[config.mk]
export PLATFORM = sky130hd
export DESIGN_NAME = ir_timer_common_control
export DESIGN_NICKNAME = d
export VERILOG_FILES = /design/src/ir_timer_pkg.sv /design/src/ir_timer_common_control.sv /design/src/ir_glitch_filter.sv
export VERILOG_INCLUDE_DIRS = /design/src
export SDC_FILE = /design/constraint.sdc
export NUM_CORES = 1
export LEC_CHECK = 0
export BUFFER_PORTS_ARGS = -buffer_cell sky130_fd_sc_hd__buf_2
export CORE_ASPECT_RATIO = 0.8
export CORE_UTILIZATION = 46
export CTS_CLUSTER_SIZE = 10
export DETAILED_ROUTE_END_ITERATION = 8
export HOLD_SLACK_MARGIN = 0.02
export PLACE_DENSITY = 0.77
export SYNTH_ARGS = -nofsm -noshare
export SYNTH_HDL_FRONTEND = slang
export SYNTH_SLANG_ARGS = --single-unit
[constraint.sdc]
create_clock -name mclk_i -period 4.3 [get_ports mclk_i]
set_input_delay 0.86 -clock mclk_i [delete_from_list [all_inputs] [get_ports mclk_i]]
set_output_delay 0.86 -clock mclk_i [all_outputs]
set_load 0.02 [all_outputs]
[src/ir_timer_regs.svh]
`ifndef IR_TIMER_REGS_SVH
`define IR_TIMER_REGS_SVH
// register offsets
`define TMR_OFF_TIMER8_CONTROL   8'h00
`define TMR_OFF_COMMON_CONTROL   8'h01
`define TMR_OFF_TIMER16_CONTROL  8'h02
`define TMR_OFF_IRQ_STATUS       8'h03
`define TMR_OFF_IRQ_MASK         8'h04
// common control field positions
`define TMR_BIT_WIDE_START       0
`define TMR_BIT_NARROW_START     1
`define TMR_FLD_OUTMODE_LO       2
`define TMR_FLD_LOGIC_LO         4
`define TMR_BIT_PINSEL           6
`define TMR_BIT_DEMOD            7
// reset values
`define TMR_RST_CONTROL          8'h00
// filter lengths in system clock cycles
`define TMR_FILT_SHORT           5'h04
`define TMR_FILT_MID             5'h08
`define TMR_FILT_LONG            5'h10
`endif

[src/ir_timer_pkg.sv]
`default_nettype none
package ir_timer_pkg;
  // transmit output behaviour of the wide timer
  typedef enum logic [1:0] {
    OUT_NORMAL   = 2'b00,
    OUT_PINGPONG = 2'b01,
    OUT_LOW      = 2'b10,
    OUT_HIGH     = 2'b11
  } out_mode_t;
  // gate combining both timer outputs
  typedef enum logic [1:0] {
    GATE_AND  = 2'b00,
    GATE_OR   = 2'b01,
    GATE_NOR  = 2'b10,
    GATE_NAND = 2'b11
  } gate_t;
  // glitch filter tracking state
  typedef enum logic [0:0] {
    FILT_IDLE  = 1'b0,
    FILT_TRACK = 1'b1
  } filt_state_t;
endpackage : ir_timer_pkg
`default_nettype wire

[src/ir_timer_common_control.sv]
// The plain strobed port was left to the implementer.
`include "ir_timer_regs.svh"
`default_nettype none
module ir_timer_common_control (
  // clock and reset
  input  wire logic       mclk_i,
  input  wire logic       rst_i,
  // register port
  input  wire logic [7:0] addr_i,
  input  wire logic [7:0] wdata_i,
  input  wire logic       wr_i,
  input  wire logic       rd_i,
  output logic      [7:0] rdata_o,
  // timer side
  input  wire logic       narrow_timer_output_i,
  input  wire logic       wide_timer_output_i,
  input  wire logic       pingpong_sel_i,
  input  wire logic       timer_load_i,
  output logic            wide_timer_output_o,
  output logic            narrow_timer_output_o,
  output logic            demod_edge_o,
  // pins
  input  wire logic       port3_bit6_data_i,
  input  wire logic       port3_bit1_pin_i,
  input  wire logic       port2_bit0_pin_i,
  output logic            port3_bit6_pin_o,
  output logic            demod_level_o,
  // interrupt
  output logic            irq_o
);
  // state held in flip-flops, one per concern
  logic [7:0] timer8_control_ff;         // narrow timer control store
  logic [7:0] timers_common_control_ff;  // shared control
  logic [7:0] timer16_control_ff;        // wide timer control store
  logic       fall_flag_ff;              // demod falling edge seen
  logic       rise_flag_ff;              // demod rising edge seen
  logic [1:0] irq_status_ff;             // sticky events
  logic [1:0] irq_mask_ff;               // event enables
  logic [7:0] rdata_ff;                  // read data, one cycle late
  logic       wide_out_ff;               // shaped wide output
  logic       narrow_out_ff;             // shaped narrow output
  logic       pin36_ff;                  // port3 bit6 drive
  logic       level_ff;                  // previous filtered level
  logic       edge_ff;                   // selected edge pulse
  logic       irq_ff;                    // interrupt level
  // combinational nets; none of them reaches a port directly
  logic       raw_in;                    // selected demod input
  logic       filt_in;                   // filtered demod input
  logic       combined_timer_output;     // gated pair of outputs
  logic       nxt_wide;                  // wide output after mode
  logic       nxt_narrow;                // narrow output after start level
  logic       rise_ev;                   // filtered rising edge
  logic       fall_ev;                   // filtered falling edge
  logic       demod;                     // demodulation mode active
  logic [7:0] nxt_rdata;                 // read mux

  // every access goes through this one compare, so the write
  // decode and the read mux can never disagree on an offset
  // only the low offsets are mapped; anything else is ignored
  // single decode shared by write and read
  function automatic logic hit(input logic [7:0] a, input logic [7:0] off);
    hit = (a == off);
  endfunction : hit

  // mode bit: 0 transmit, 1 demodulation; every other field of the
  // common control register changes meaning with it
  // transmit mode is the reset state
  assign demod = timers_common_control_ff[`TMR_BIT_DEMOD];

  // demod input pin select
  // bit 6 picks port2 bit0 when set, else port3 bit1; the pin left
  // out is ignored, so a noisy idle line there cannot cause edges
  assign raw_in = timers_common_control_ff[`TMR_BIT_PINSEL] ? port2_bit0_pin_i
                                                          : port3_bit1_pin_i;

  // glitch filter on the selected input; in transmit mode it is
  // forced to pass-through, so leaving demodulation never strands
  // a half-counted candidate level
  // the filter length comes straight from the out mode field
  ir_glitch_filter u_filter (
    .mclk_i  (mclk_i),
    .rst_i   (rst_i),
    .sel_i   (demod ? timers_common_control_ff[`TMR_FLD_OUTMODE_LO +: 2] : 2'b00),
    .raw_i   (raw_in),
    .clean_o (filt_in)
  );

  // edges of the filtered level against its copy from one cycle ago
  // level_ff resets low like the idle receiver line, so no false
  // rising edge follows reset
  // both helpers are single-cycle pulses
  assign rise_ev = filt_in & ~level_ff;
  assign fall_ev = ~filt_in & level_ff;

  // transmit start levels shown while the timers load; otherwise follow the timers
  // the out mode field then overrides the wide output:
  //   normal keeps the start level or timer output as it is,
  //   ping-pong hands it to the narrow timer while selected,
  //   the two forced codes pin it low or high
  // the narrow output has no mode of its own
  // limitation: start levels show only while timer_load_i is high
  always_comb begin
    nxt_narrow = timer_load_i ? timers_common_control_ff[`TMR_BIT_NARROW_START]
                              : narrow_timer_output_i;
    nxt_wide   = timer_load_i ? timers_common_control_ff[`TMR_BIT_WIDE_START]
                              : wide_timer_output_i;
    case (ir_timer_pkg::out_mode_t'(timers_common_control_ff[`TMR_FLD_OUTMODE_LO +: 2]))
      ir_timer_pkg::OUT_PINGPONG: nxt_wide = pingpong_sel_i ? narrow_timer_output_i : nxt_wide;
      ir_timer_pkg::OUT_LOW:      nxt_wide = 1'b0;
      ir_timer_pkg::OUT_HIGH:     nxt_wide = 1'b1;
      default:                    nxt_wide = nxt_wide;
    endcase
  end

  // gate of the two outputs
  // built from the registered outputs, so the pin shows exactly
  // the levels that the two timer output ports show
  // the gate select is read in demodulation mode too, but the pin
  // then carries port data, so the result goes nowhere
  always_comb begin
    case (ir_timer_pkg::gate_t'(timers_common_control_ff[`TMR_FLD_LOGIC_LO +: 2]))
      ir_timer_pkg::GATE_AND:  combined_timer_output = narrow_out_ff & wide_out_ff;
      ir_timer_pkg::GATE_OR:   combined_timer_output = narrow_out_ff | wide_out_ff;
      ir_timer_pkg::GATE_NOR:  combined_timer_output = ~(narrow_out_ff | wide_out_ff);
      default:                 combined_timer_output = ~(narrow_out_ff & wide_out_ff);
    endcase
  end

  // control registers; mode change while running is software's concern
  // the narrow and wide control registers are plain storage here;
  // their fields drive no port and are only read back
  // a mode change is not blocked while the timers run: software
  // must stop them first, and the hardware does not check
  // the mask keeps only its two defined bits
  // writes land at the edge that samples wr_i and are seen by
  // every decode from the following cycle on
  always_ff @(posedge mclk_i) begin
    if (rst_i) begin
      timer8_control_ff        <= `TMR_RST_CONTROL;
      timers_common_control_ff <= `TMR_RST_CONTROL;
      timer16_control_ff       <= `TMR_RST_CONTROL;
      irq_mask_ff              <= 2'b00;
    end else if (wr_i) begin
      if (hit(addr_i, `TMR_OFF_TIMER8_CONTROL)) begin
        timer8_control_ff <= wdata_i;
      end else if (hit(addr_i, `TMR_OFF_COMMON_CONTROL)) begin
        timers_common_control_ff <= wdata_i;
      end else if (hit(addr_i, `TMR_OFF_TIMER16_CONTROL)) begin
        timer16_control_ff <= wdata_i;
      end else if (hit(addr_i, `TMR_OFF_IRQ_MASK)) begin
        irq_mask_ff <= wdata_i[1:0];
      end
    end
  end

  // edge flags: detection wins over a write-one clear
  // the flags share bits 0 and 1 with the start levels and exist
  // only in demodulation mode; in transmit mode they are held clear,
  // so a stale flag never survives a trip through transmit mode
  // writing one clears a flag, writing zero leaves it alone
  // both kinds are recorded whatever the edge select says
  always_ff @(posedge mclk_i) begin
    if (rst_i) begin
      fall_flag_ff <= 1'b0;
      rise_flag_ff <= 1'b0;
    end else if (!demod) begin
      fall_flag_ff <= 1'b0;
      rise_flag_ff <= 1'b0;
    end else begin
      if (fall_ev) begin
        fall_flag_ff <= 1'b1;
      end else if (wr_i && hit(addr_i, `TMR_OFF_COMMON_CONTROL) && wdata_i[`TMR_BIT_WIDE_START]) begin
        fall_flag_ff <= 1'b0;
      end
      if (rise_ev) begin
        rise_flag_ff <= 1'b1;
      end else if (wr_i && hit(addr_i, `TMR_OFF_COMMON_CONTROL) && wdata_i[`TMR_BIT_NARROW_START]) begin
        rise_flag_ff <= 1'b0;
      end
    end
  end

  // sticky interrupt status: bit0 falling, bit1 rising; write one clears
  // set wins over a clear in the same cycle, so an event is never
  // lost to a badly timed acknowledge
  // events are counted in demodulation mode only
  // the loop covers both bits; bit0 takes falling and bit1 rising
  // a mode or filter change raises no event of its own
  always_ff @(posedge mclk_i) begin
    if (rst_i) begin
      irq_status_ff <= 2'b00;
    end else begin
      for (int i = 0; i < 2; i++) begin
        if (demod && (i == 0 ? fall_ev : rise_ev)) begin
          irq_status_ff[i] <= 1'b1;
        end else if (wr_i && hit(addr_i, `TMR_OFF_IRQ_STATUS) && wdata_i[i]) begin
          irq_status_ff[i] <= 1'b0;
        end
      end
    end
  end

  // demod edge tracking and selected edge output
  // level_ff is also the demod_level_o port, one cycle behind the filter
  // the pulse lasts one cycle and comes with the level update
  // the reserved select code falls back to falling edges rather
  // than leaving the pulse undefined
  always_ff @(posedge mclk_i) begin
    if (rst_i) begin
      level_ff <= 1'b0;
      edge_ff  <= 1'b0;
    end else begin
      level_ff <= filt_in;
      // reserved code treated as falling
      edge_ff  <= demod && (timers_common_control_ff[`TMR_FLD_LOGIC_LO +: 2] == 2'b01 ? rise_ev
                                                                                   : fall_ev);
    end
  end

  // transmit output shaping and pin drive
  // all three pin-side outputs are registered, so nothing glitches
  // while the gate select or the mode bit is being rewritten
  // in demodulation mode both timer outputs are parked low
  // trade-off: one cycle of extra lag on the combined output
  // port data pass through a register too, for equal timing
  always_ff @(posedge mclk_i) begin
    if (rst_i) begin
      wide_out_ff   <= 1'b0;
      narrow_out_ff <= 1'b0;
      pin36_ff      <= 1'b0;
    end else begin
      wide_out_ff   <= demod ? 1'b0 : nxt_wide;
      narrow_out_ff <= demod ? 1'b0 : nxt_narrow;
      // in demod mode the pin stays a plain port output
      pin36_ff      <= (!demod && timers_common_control_ff[`TMR_BIT_PINSEL]) ? combined_timer_output
                                                                         : port3_bit6_data_i;
    end
  end

  // read mux; flags replace start bits in demod mode
  // the stored start bits stay intact under the flags and show
  // again after a return to transmit mode
  // unmapped offsets read as zero
  // the status and mask registers fill only their low two bits
  // reads have no side effects: no flag is cleared by a read
  always_comb begin
    nxt_rdata = 8'h00;
    if (hit(addr_i, `TMR_OFF_TIMER8_CONTROL)) begin
      nxt_rdata = timer8_control_ff;
    end else if (hit(addr_i, `TMR_OFF_COMMON_CONTROL)) begin
      nxt_rdata = timers_common_control_ff;
      if (demod) begin
        nxt_rdata[`TMR_BIT_WIDE_START]   = fall_flag_ff;
        nxt_rdata[`TMR_BIT_NARROW_START] = rise_flag_ff;
      end
    end else if (hit(addr_i, `TMR_OFF_TIMER16_CONTROL)) begin
      nxt_rdata = timer16_control_ff;
    end else if (hit(addr_i, `TMR_OFF_IRQ_STATUS)) begin
      nxt_rdata = {6'h00, irq_status_ff};
    end else if (hit(addr_i, `TMR_OFF_IRQ_MASK)) begin
      nxt_rdata = {6'h00, irq_mask_ff};
    end
  end

  // read data register and interrupt level
  // read data stand for the one cycle after the strobe and are zero
  // otherwise, which keeps a shared read bus quiet
  // the interrupt is a level one cycle behind the status bits
  // and drops once software clears the status or masks it
  // the mask does not gate the status bits themselves, so software
  // can poll events it has chosen not to be interrupted by
  always_ff @(posedge mclk_i) begin
    if (rst_i) begin
      rdata_ff <= 8'h00;
      irq_ff   <= 1'b0;
    end else begin
      rdata_ff <= rd_i ? nxt_rdata : 8'h00;
      irq_ff   <= |(irq_status_ff & irq_mask_ff);
    end
  end

  // every output comes straight from a flip-flop
  // no logic sits between these registers and the ports
  // the filter output itself stays inside; only level_ff leaves
  assign rdata_o               = rdata_ff;
  assign wide_timer_output_o   = wide_out_ff;
  assign narrow_timer_output_o = narrow_out_ff;
  assign port3_bit6_pin_o      = pin36_ff;
  assign demod_level_o         = level_ff;
  assign demod_edge_o          = edge_ff;
  assign irq_o                 = irq_ff;
endmodule : ir_timer_common_control
`default_nettype wire

[src/ir_glitch_filter.sv]
`include "ir_timer_regs.svh"
`default_nettype none
module ir_glitch_filter (
  // clock and reset
  input  wire logic       mclk_i,
  input  wire logic       rst_i,
  // control
  input  wire logic [1:0] sel_i,
  // signal
  input  wire logic       raw_i,
  output logic            clean_o
);
  logic [4:0]                   cnt_ff;   // cycles the new level has held
  logic                         clean_ff; // accepted level
  ir_timer_pkg::filt_state_t    st_ff;    // tracking a candidate change
  logic [4:0]                   need;     // required stable cycles

  // filter length from the selection code
  always_comb begin
    case (sel_i)
      2'b01:   need = `TMR_FILT_SHORT;
      2'b10:   need = `TMR_FILT_MID;
      2'b11:   need = `TMR_FILT_LONG;
      default: need = 5'h00;
    endcase
  end

  // accept a change only after it held long enough
  always_ff @(posedge mclk_i) begin
    if (rst_i) begin
      cnt_ff   <= 5'h00;
      clean_ff <= 1'b0;
      st_ff    <= ir_timer_pkg::FILT_IDLE;
    end else if (sel_i == 2'b00) begin
      // no filter: follow input directly
      clean_ff <= raw_i;
      cnt_ff   <= 5'h00;
      st_ff    <= ir_timer_pkg::FILT_IDLE;
    end else begin
      case (st_ff)
        ir_timer_pkg::FILT_IDLE: begin
          if (raw_i != clean_ff) begin
            cnt_ff <= 5'h01;
            st_ff  <= ir_timer_pkg::FILT_TRACK;
          end
        end
        default: begin
          if (raw_i == clean_ff) begin
            // glitch: candidate dropped
            st_ff <= ir_timer_pkg::FILT_IDLE;
          end else if (cnt_ff >= need) begin
            clean_ff <= raw_i;
            st_ff    <= ir_timer_pkg::FILT_IDLE;
          end else begin
            cnt_ff <= cnt_ff + 5'h01;
          end
        end
      endcase
    end
  end

  assign clean_o = clean_ff;
endmodule : ir_glitch_filter
`default_nettype wire

==> summary.txt, run 1 <==
Worst setup path
  • FF-to-FF End: u_filter.cnt_ff[2]
  • Crit end category: flop
  • Worst Path Max Fanout: 13
  • Flop2flop setup slack: between 1.5 and 2 ns
  • Crit path kind: flop to flop
  • CP top delay family: compound AO/OA/AOI/OAI gates
  • Largest incremental delay on the critical path: ~0.68 ns
  • Worst Path Buf+Inv: 0
  • CP cell instances: nand3_1, ha_1, a21o_1, a22o_1, o21ai_0, o221ai_1
  • Critical R2R Launch: timers_common_control_ff[7]
  • Req. time, crit path: about 4.5 ns
  • Worst EP arrival: between 2 and 3 ns
  • Crit path from: timers_common_control_ff[7]
  • Slowest cell on the critical path: dfxtp_1
  • Startpoint types: flop
  • FF-to-FF path depth: 6

Detailed routing
  • Wire length per cell: ~15 um
  • DRT Pass-1 Iters: 6
  • Routed WL: 5.45 mm
  • # DRC: 13
  • Post-DR vias/cell: 5.57
  • Routed Antenna Nets: 0
  • Via count: slightly above 2000
  • Iter 0 DRT Violations: approximately 160

Yosys
  • Register area share after synthesis: between 40% and 50%
  • Unique masters post-synth: 48
  • Synth top area cells: dfxtp_1 (41%), mux2i_1 (13%), nand2_1 (6.0%), nor2b_1 (3.8%), nor2_1 (3.0%)
  • Most frequent cell after synthesis: dfxtp_1
  • Area leader, netlist: dfxtp_1
  • Avg Inst Size Synth: 9.21 sq um
  • Ys async rst share: 0%
  • Synthesized area: 0.00249 sq mm
  • Synthesized flop and latch total: slightly above 50
  • Ys Warns: 0
  • Syn Nets: 302
  • Post-synth top cells: dfxtp_1 (51), nand2_1 (40), mux2i_1 (32)
  • Cells after synthesis: between 200 and 300
  • EDFF count, synth: 0
  • Top FF cell, synth: dfxtp_1
  • Share of the synthesized area in the top cell type: about two fifths

Clocking
  • Setup Fix Bufs, Post-CTS: 0
  • Clock-pin slew on the worst setup and hold paths: about 0.08 ns
  • PostCTS Resize Cnt: 0
  • Clk_lat worst skew: just over 0.3 ns
  • Max clock buf depth: 2
  • H-tree levels: 2
  • CTS Buf Count: 5
  • CTS tree: built
  • Root Buffer: clkbuf_8
  • CTS Hold Bufs: 0
  • Total clock sinks: between 50 and 60

Final layout
  • Multi-input logic area: approximately 0.0014 sq mm
  • # diodes: 0
  • Layout net count: between 300 and 400
  • FF/Latch Area: approximately 0.001 sq mm
  • Syn-to-layout area delta: 11.3%
  • Layout cells sized above 1: 17.4%
  • Number of fillers in the final layout: roughly 480

Pwr
  • VDD IR-drop max: around 140 uV
  • Total power: between 800 and 900 uW
  • Pwr dens: 290 mW/mm^2
  • P_leak: 1.16 nW

Status
  • Status: finished, violations left
  • Failing checks: DRC

Floorplanning
  • Full die area: between 0.005 and 0.006 sq mm
  • FP Rows: 23
  • # IOs: between 40 and 50
  • Starting density of the core: 48.8%
  • Die W: between 80 and 90 um
  • Core area: roughly 0.005 sq mm
  • Die Y: 67.8 um

Timing
  • RSZ-0062 raised after global routing: no
  • Setup_tns: 0 ns
  • Final setup vio count: 0
  • Slew @ Worst Pin: 0.893 ns
  • Hold slack: about 0.47 ns
  • Final hold violations: 0
  • Max Freq: 0.415 GHz
  • Max_slew headroom: about two fifths
  • Min Tclk post-route: approximately 2.4 ns
  • Max Slew Vio Count: 0
  • Final Skew: 0.00964 ns
  • Fin crit share: a little under three fifths

Place
  • HPWL Detailed: slightly above 4 mm
  • Placer Congestion: ~0.8
  • Port bufs: 40

Hold path
  • Hold path start: timer8_control_ff[3]
  • Hold WC Path Type: flop to flop
  • Min-Delay Endpoint: timer8_control_ff[3]
  • Hold Crit Depth: 2

Global route
  • GRT Total Usage: between 20% and 30%
  • Vias in the first global route: 1894
  • First-pass GRT wire length: slightly above 9 mm
  • Antenna violations before repair: 0
  • GR Overflow Total: 0
  • Largest net degree at the start of global routing: 36

Run
  • Max-cap violations: 0
-- logic make-up after synthesis --
group	share of synthesized area (%)
and+or+nand+nor	25.1
adders and majority gates	2.52
xor gates and xnor gates	0.705
muxes	12.9
DFF	41.1
buffers and inverters	4.38
AOI/OAI and AO/OA	13.4
-- metrics by stage --
| step | cell area (sq um) | cells | utilization (%) | setup slack, ns |
|---|---|---|---|---|
| final | 2770 | 367 | 54.3 | 1.89 |
| after global routing | 2770 | 367 | 54.3 | 1.72 |
| after CTS | 2770 | 367 | 54.3 | 1.93 |
| after detailed placement | 2690 | 359 | 52.7 | 1.75 |
| after global placement | 2690 | 359 | 52.7 | 1.79 |
| after floorplan | 2490 | 270 | - | 2.20 |
-- worst min-delay path: stages, from the launching register on --
cell     delay [ns]
dfxtp_1        0.32
nand2_1        0.05
mux2i_1        0.05
-- metal layers --
layer | share of wire [%] | track usage, % | up-vias
li1 | - | - | 1028
met5 | 0 | 0 | -
met2 | 44 | 35.5 | 52
met3 | 5.9 | 4.28 | 5
met1 | 49 | 27.6 | 961
met4 | 0.90 | 6.47 | 0
-- layout make-up --
| class | instances | share of cell area (%) |
|---|---|---|
| clock buffers | 7 | 2.76 |
| clock inverters | 1 | 0.181 |
| inverters | 8 | 1.09 |
| multi-input cells | 198 | 49.0 |
| flip-flops and latches | 51 | 36.9 |
| well taps | 62 | 2.80 |
| repair buffers | 40 | 7.24 |
-- cells in the final DEF (no fill, tap or decap), types with 3 or more instances in the layout --
cell / count
nor2b_1: 15
nand4_1: 5
nand3_1: 9
nor2_1: 20
dfxtp_1: 51
o22a_1: 4
clkbuf_8: 5
nand2_1: 40
mux2i_1: 32
o21ai_0: 4
o221ai_1: 3
inv_1: 7
o211ai_1: 3
and2_1: 4
nand2b_1: 11
ha_1: 5
a2111oi_0: 6
a21oi_1: 4
buf_2: 40
-- sequential cells by signal, summed over array words and instances (netlist names) --
name	count
rdata_o	8
timer16_control_ff	8
timer8_control_ff	8
timers_common_control_ff	8
u_filter.cnt_ff	5
irq_mask_ff	2
irq_status_ff	2
demod_edge_o	1
demod_level_o	1
fall_flag_ff	1
irq_o	1
narrow_timer_output_o	1
port3_bit6_pin_o	1
rise_flag_ff	1
u_filter.clean_o	1
u_filter.st_ff	1
wide_timer_output_o	1
-- worst max path at each step --
stage	end	slack, ns	depth (start not counted)
2_1_floorplan	u_filter.cnt_ff[2]	2.20	7
3_3_place_gp	timer8_control_ff[3]	1.79	5
3_5_place_dp	timer8_control_ff[2]	1.75	5
4_1_cts	u_filter.cnt_ff[2]	1.93	6
5_1_grt	u_filter.cnt_ff[2]	1.72	6
6_report	u_filter.cnt_ff[2]	1.89	6
-- power by group --
group          internal [mW]  switching, mW
sequential             0.474        0.00304
combinational         0.0221         0.0340
clock                  0.115          0.155
total                  0.611          0.192
(Power assumes the default switching activity.)
==> run 2, diff against run 1 <==
==> constraint.sdc (replaced) <==
create_clock -name mclk_i -period 2.48 [get_ports mclk_i]
set_input_delay 0.496 -clock mclk_i [delete_from_list [all_inputs] [get_ports mclk_i]]
set_output_delay 0.496 -clock mclk_i [all_outputs]
set_load 0.02 [all_outputs]
==> run 2 against run 1 <==
  * The flow still finishes with violations (DRC)
  * Register-to-register slack got worse by 1.5 ns
  * Clock-buffer cell count decreased by 1
  * Final cell count increased by 0.54%
  * Highest routed layer unchanged
  * Wire length increased by 2.9%
  * Critical path depth unchanged
  * Fmax increased by 14%
  * Core utilization increased by 1.3 points
  * Global-route usage increased by 0.17 points
  * Non-clock buffer count increased by 2
  * Combinational power increased by 80%
==> summary.txt, run 2 (synthesis results as in run 1) <==
Status
  • Status: finished, violations left
  • Failing checks: DRC

Detailed routing
  • Routed Antenna Nets: 0 (unchanged)
  • # DRC: 12 (-1)
  • Routed WL: 5.61 mm (+2.9%)
  • DRT Pass-1 Iters: 7 (+1)
  • Iter 0 DRT Violations: 137 (-12%)
  • Post-DR vias/cell: 5.50 (-1.4%)
  • Wire length per cell: 15.2 um (+2.4%)
  • Via count: 2028 (-0.88%)

Place
  • Placer Congestion: 0.829 (+3.7%)
  • DP Cell Count: 361 (+0.56%)
  • HPWL Detailed: 4.14 mm (+1.9%)
  • Port bufs: 40 (unchanged)

Final layout
  • Layout net count: 338 (+0.60%)
  • Layout cells sized above 1: 18.2% (+0.86 points)
  • Number of fillers in the final layout: 460 (-3.6%)
  • Commonest cells after routing, fill and taps aside: dfxtp_1 (51), nand2_1 (40), buf_2 (40)
  • Syn-to-layout area delta: 13.9%
  • Commonest non-fill, non-tap cell in the layout: dfxtp_1
  • Final cell count without fillers: 369 (+0.54%)
  • # diodes: 0 (unchanged)

Worst setup path
  • Worst Path Buf+Inv: 0 (unchanged)
  • Largest incremental delay on the critical path: 0.47 ns (-0.21 ns)
  • CP top delay family: compound AO/OA/AOI/OAI gates
  • Crit end category: flop
  • Req. time, crit path: 2.65 ns (-1.82 ns)
  • Startpoint types: flop
  • CP cell instances: nand3_1, ha_1, a21o_1, a22o_1, o21ai_0, o221ai_1
  • Slowest cell on the critical path: dfxtp_1
  • Crit path from: timers_common_control_ff[3]
  • Critical R2R Launch: timers_common_control_ff[3]
  • Crit path kind: flop to flop
  • Worst Path Max Fanout: 8 (-5)
  • Worst EP arrival: 2.28 ns (-0.30 ns)

Global route
  • GR Overflow Total: 0 (unchanged)
  • GRT busiest layer: met2
  • GRT met1 Usage: 27.0% (-0.58 points)
  • Vias in the first global route: 1942 (+2.5%)
  • First-pass GRT wire length: 9.20 mm (+0.76%)
  • Largest net degree at the start of global routing: 36 (unchanged)
  • Met3 Track Usage GR: 5.50% (+1.2 points)
  • GRT Total Usage: 21.2% (+0.17 points)
  • Met2 Use GR: 36.5% (+1.0 points)
  • Antenna violations before repair: 0 (unchanged)

Run
  • Max-cap violations: 0 (unchanged)

Pwr
  • Pwr dens: 566 mW/mm^2 (+95%)
  • VDD IR-drop max: 315 uV (+130%)
  • P_leak: 1.20 nW (+2.9%)

Floorplanning
  • Starting density of the core: 48.8% (unchanged)
  • Die Y: 67.8 um (unchanged)
  • Core area: 0.00509 sq mm (unchanged)
  • Die W: 84.2 um (unchanged)
  • Full die area: 0.00570 sq mm (unchanged)
  • # IOs: 41 (unchanged)
  • FP Rows: 23 (unchanged)

Clocking
  • CTS tree: built
  • Total clock sinks: 51 (unchanged)
  • PostCTS Resize Cnt: 0 (unchanged)
  • Root Buffer: clkbuf_8
  • H-tree levels: 2 (unchanged)
  • Clk_lat worst skew: 0.30 ns (about the same)
  • Clock-pin slew on the worst setup and hold paths: 0.09 ns (about the same)
  • CTS Hold Bufs: 0 (unchanged)
  • Max clock buf depth: 2 (unchanged)
  • CTS Buf Count: 5 (unchanged)
  • Setup Fix Bufs, Post-CTS: 0 (unchanged)

Hold path
  • Hold WC Path Type: input port to flop
  • Hold path start: port3_bit6_data_i

Timing
  • Max_slew headroom: 65.2% (+25 points)
  • Final Skew: 0.00784 ns (-0.00180 ns)
  • Min Tclk post-route: 2.11 ns (-0.301 ns)
  • Fin crit share: 85.0% (+29 points)
  • Final hold violations: 0 (unchanged)
  • Max Slew Vio Count: 0 (unchanged)
  • Max Freq: 0.474 GHz (+14%)
  • Final setup vio count: 0 (unchanged)
  • Hold slack: 0.461 ns (-0.00454 ns)
  • Slew @ Worst Pin: 0.509 ns (-0.384 ns)
  • Setup_tns: 0 ns (unchanged)
  • RSZ-0062 raised after global routing: no
-- run 2: cell types whose count changed in the layout (fill, tap and decap cells not counted) --
cell       before  now
buf_4           0    2
bufinv_16       0    2
clkbuf_1        2    1
clkinv_2        1    0
-- run 2: through the flow --
stage / power [mW] / instance area (sq um) / util, % / worst slack [ns]
after floorplan: 0.903 / 2490 / - / 0.381
after global placement: 0.945 / 2700 / 53.0 / 0.425
after detailed placement: 0.947 / 2700 / 53.0 / 0.371
after CTS: 1.62 / 2830 / 55.6 / 0.393
after global routing: 1.67 / 2830 / 55.6 / 0.251
final: 1.60 / 2830 / 55.6 / 0.372
-- run 2: worst reg2reg max path, stage by stage (launching register included) --
cell and delay [ns]:
dfxtp_1 0.47, nand3_1 0.12, ha_1 0.36, a21o_1 0.23, a22o_1 0.28, o21ai_0 0.35, o221ai_1 0.18
-- run 2: final cells by class --
class	count	area [sq um]	area share [%]
Clock buffer	6	72.6	2.56
Clock inverter	2	60.1	2.12
Inverter	8	30.0	1.06
Multi-Input combinational cell	198	1360	47.9
Sequential cell	51	1020	36.0
Tap cell	62	77.6	2.74
Timing Repair Buffer	42	215	7.60
-- run 2: where the power goes --
part / switching, mW / internal (mW) / leakage [nW]
registers: 0.00491 / 0.823 / 0.412
clock network: 0.272 / 0.403 / 0.0654
logic: 0.0619 / 0.0393 / 0.719
total: 0.339 / 1.27 / 1.20
-- run 2: final timing paths --
check	depth (start not counted)	slack [ns]	end
hold reg to reg	2	0.46	timer8_control_ff[1]
hold / removal	3	0.46	port3_bit6_pin_o
setup / recovery	6	0.37	u_filter.cnt_ff[2]
setup reg to reg	6	0.37	u_filter.cnt_ff[2]
-- run 2: routing by layer --
| metal | wire length [um] | vias to the layer above | part of all wire (%) |
|---|---|---|---|
| met1 | 2730 | 941 | 49 |
| met2 | 2560 | 52 | 46 |
| met5 | 0 | - | 0 |
| li1 | - | 1028 | - |
| met4 | 57 | 0 | 1.0 |
| met3 | 262 | 7 | 4.7 |
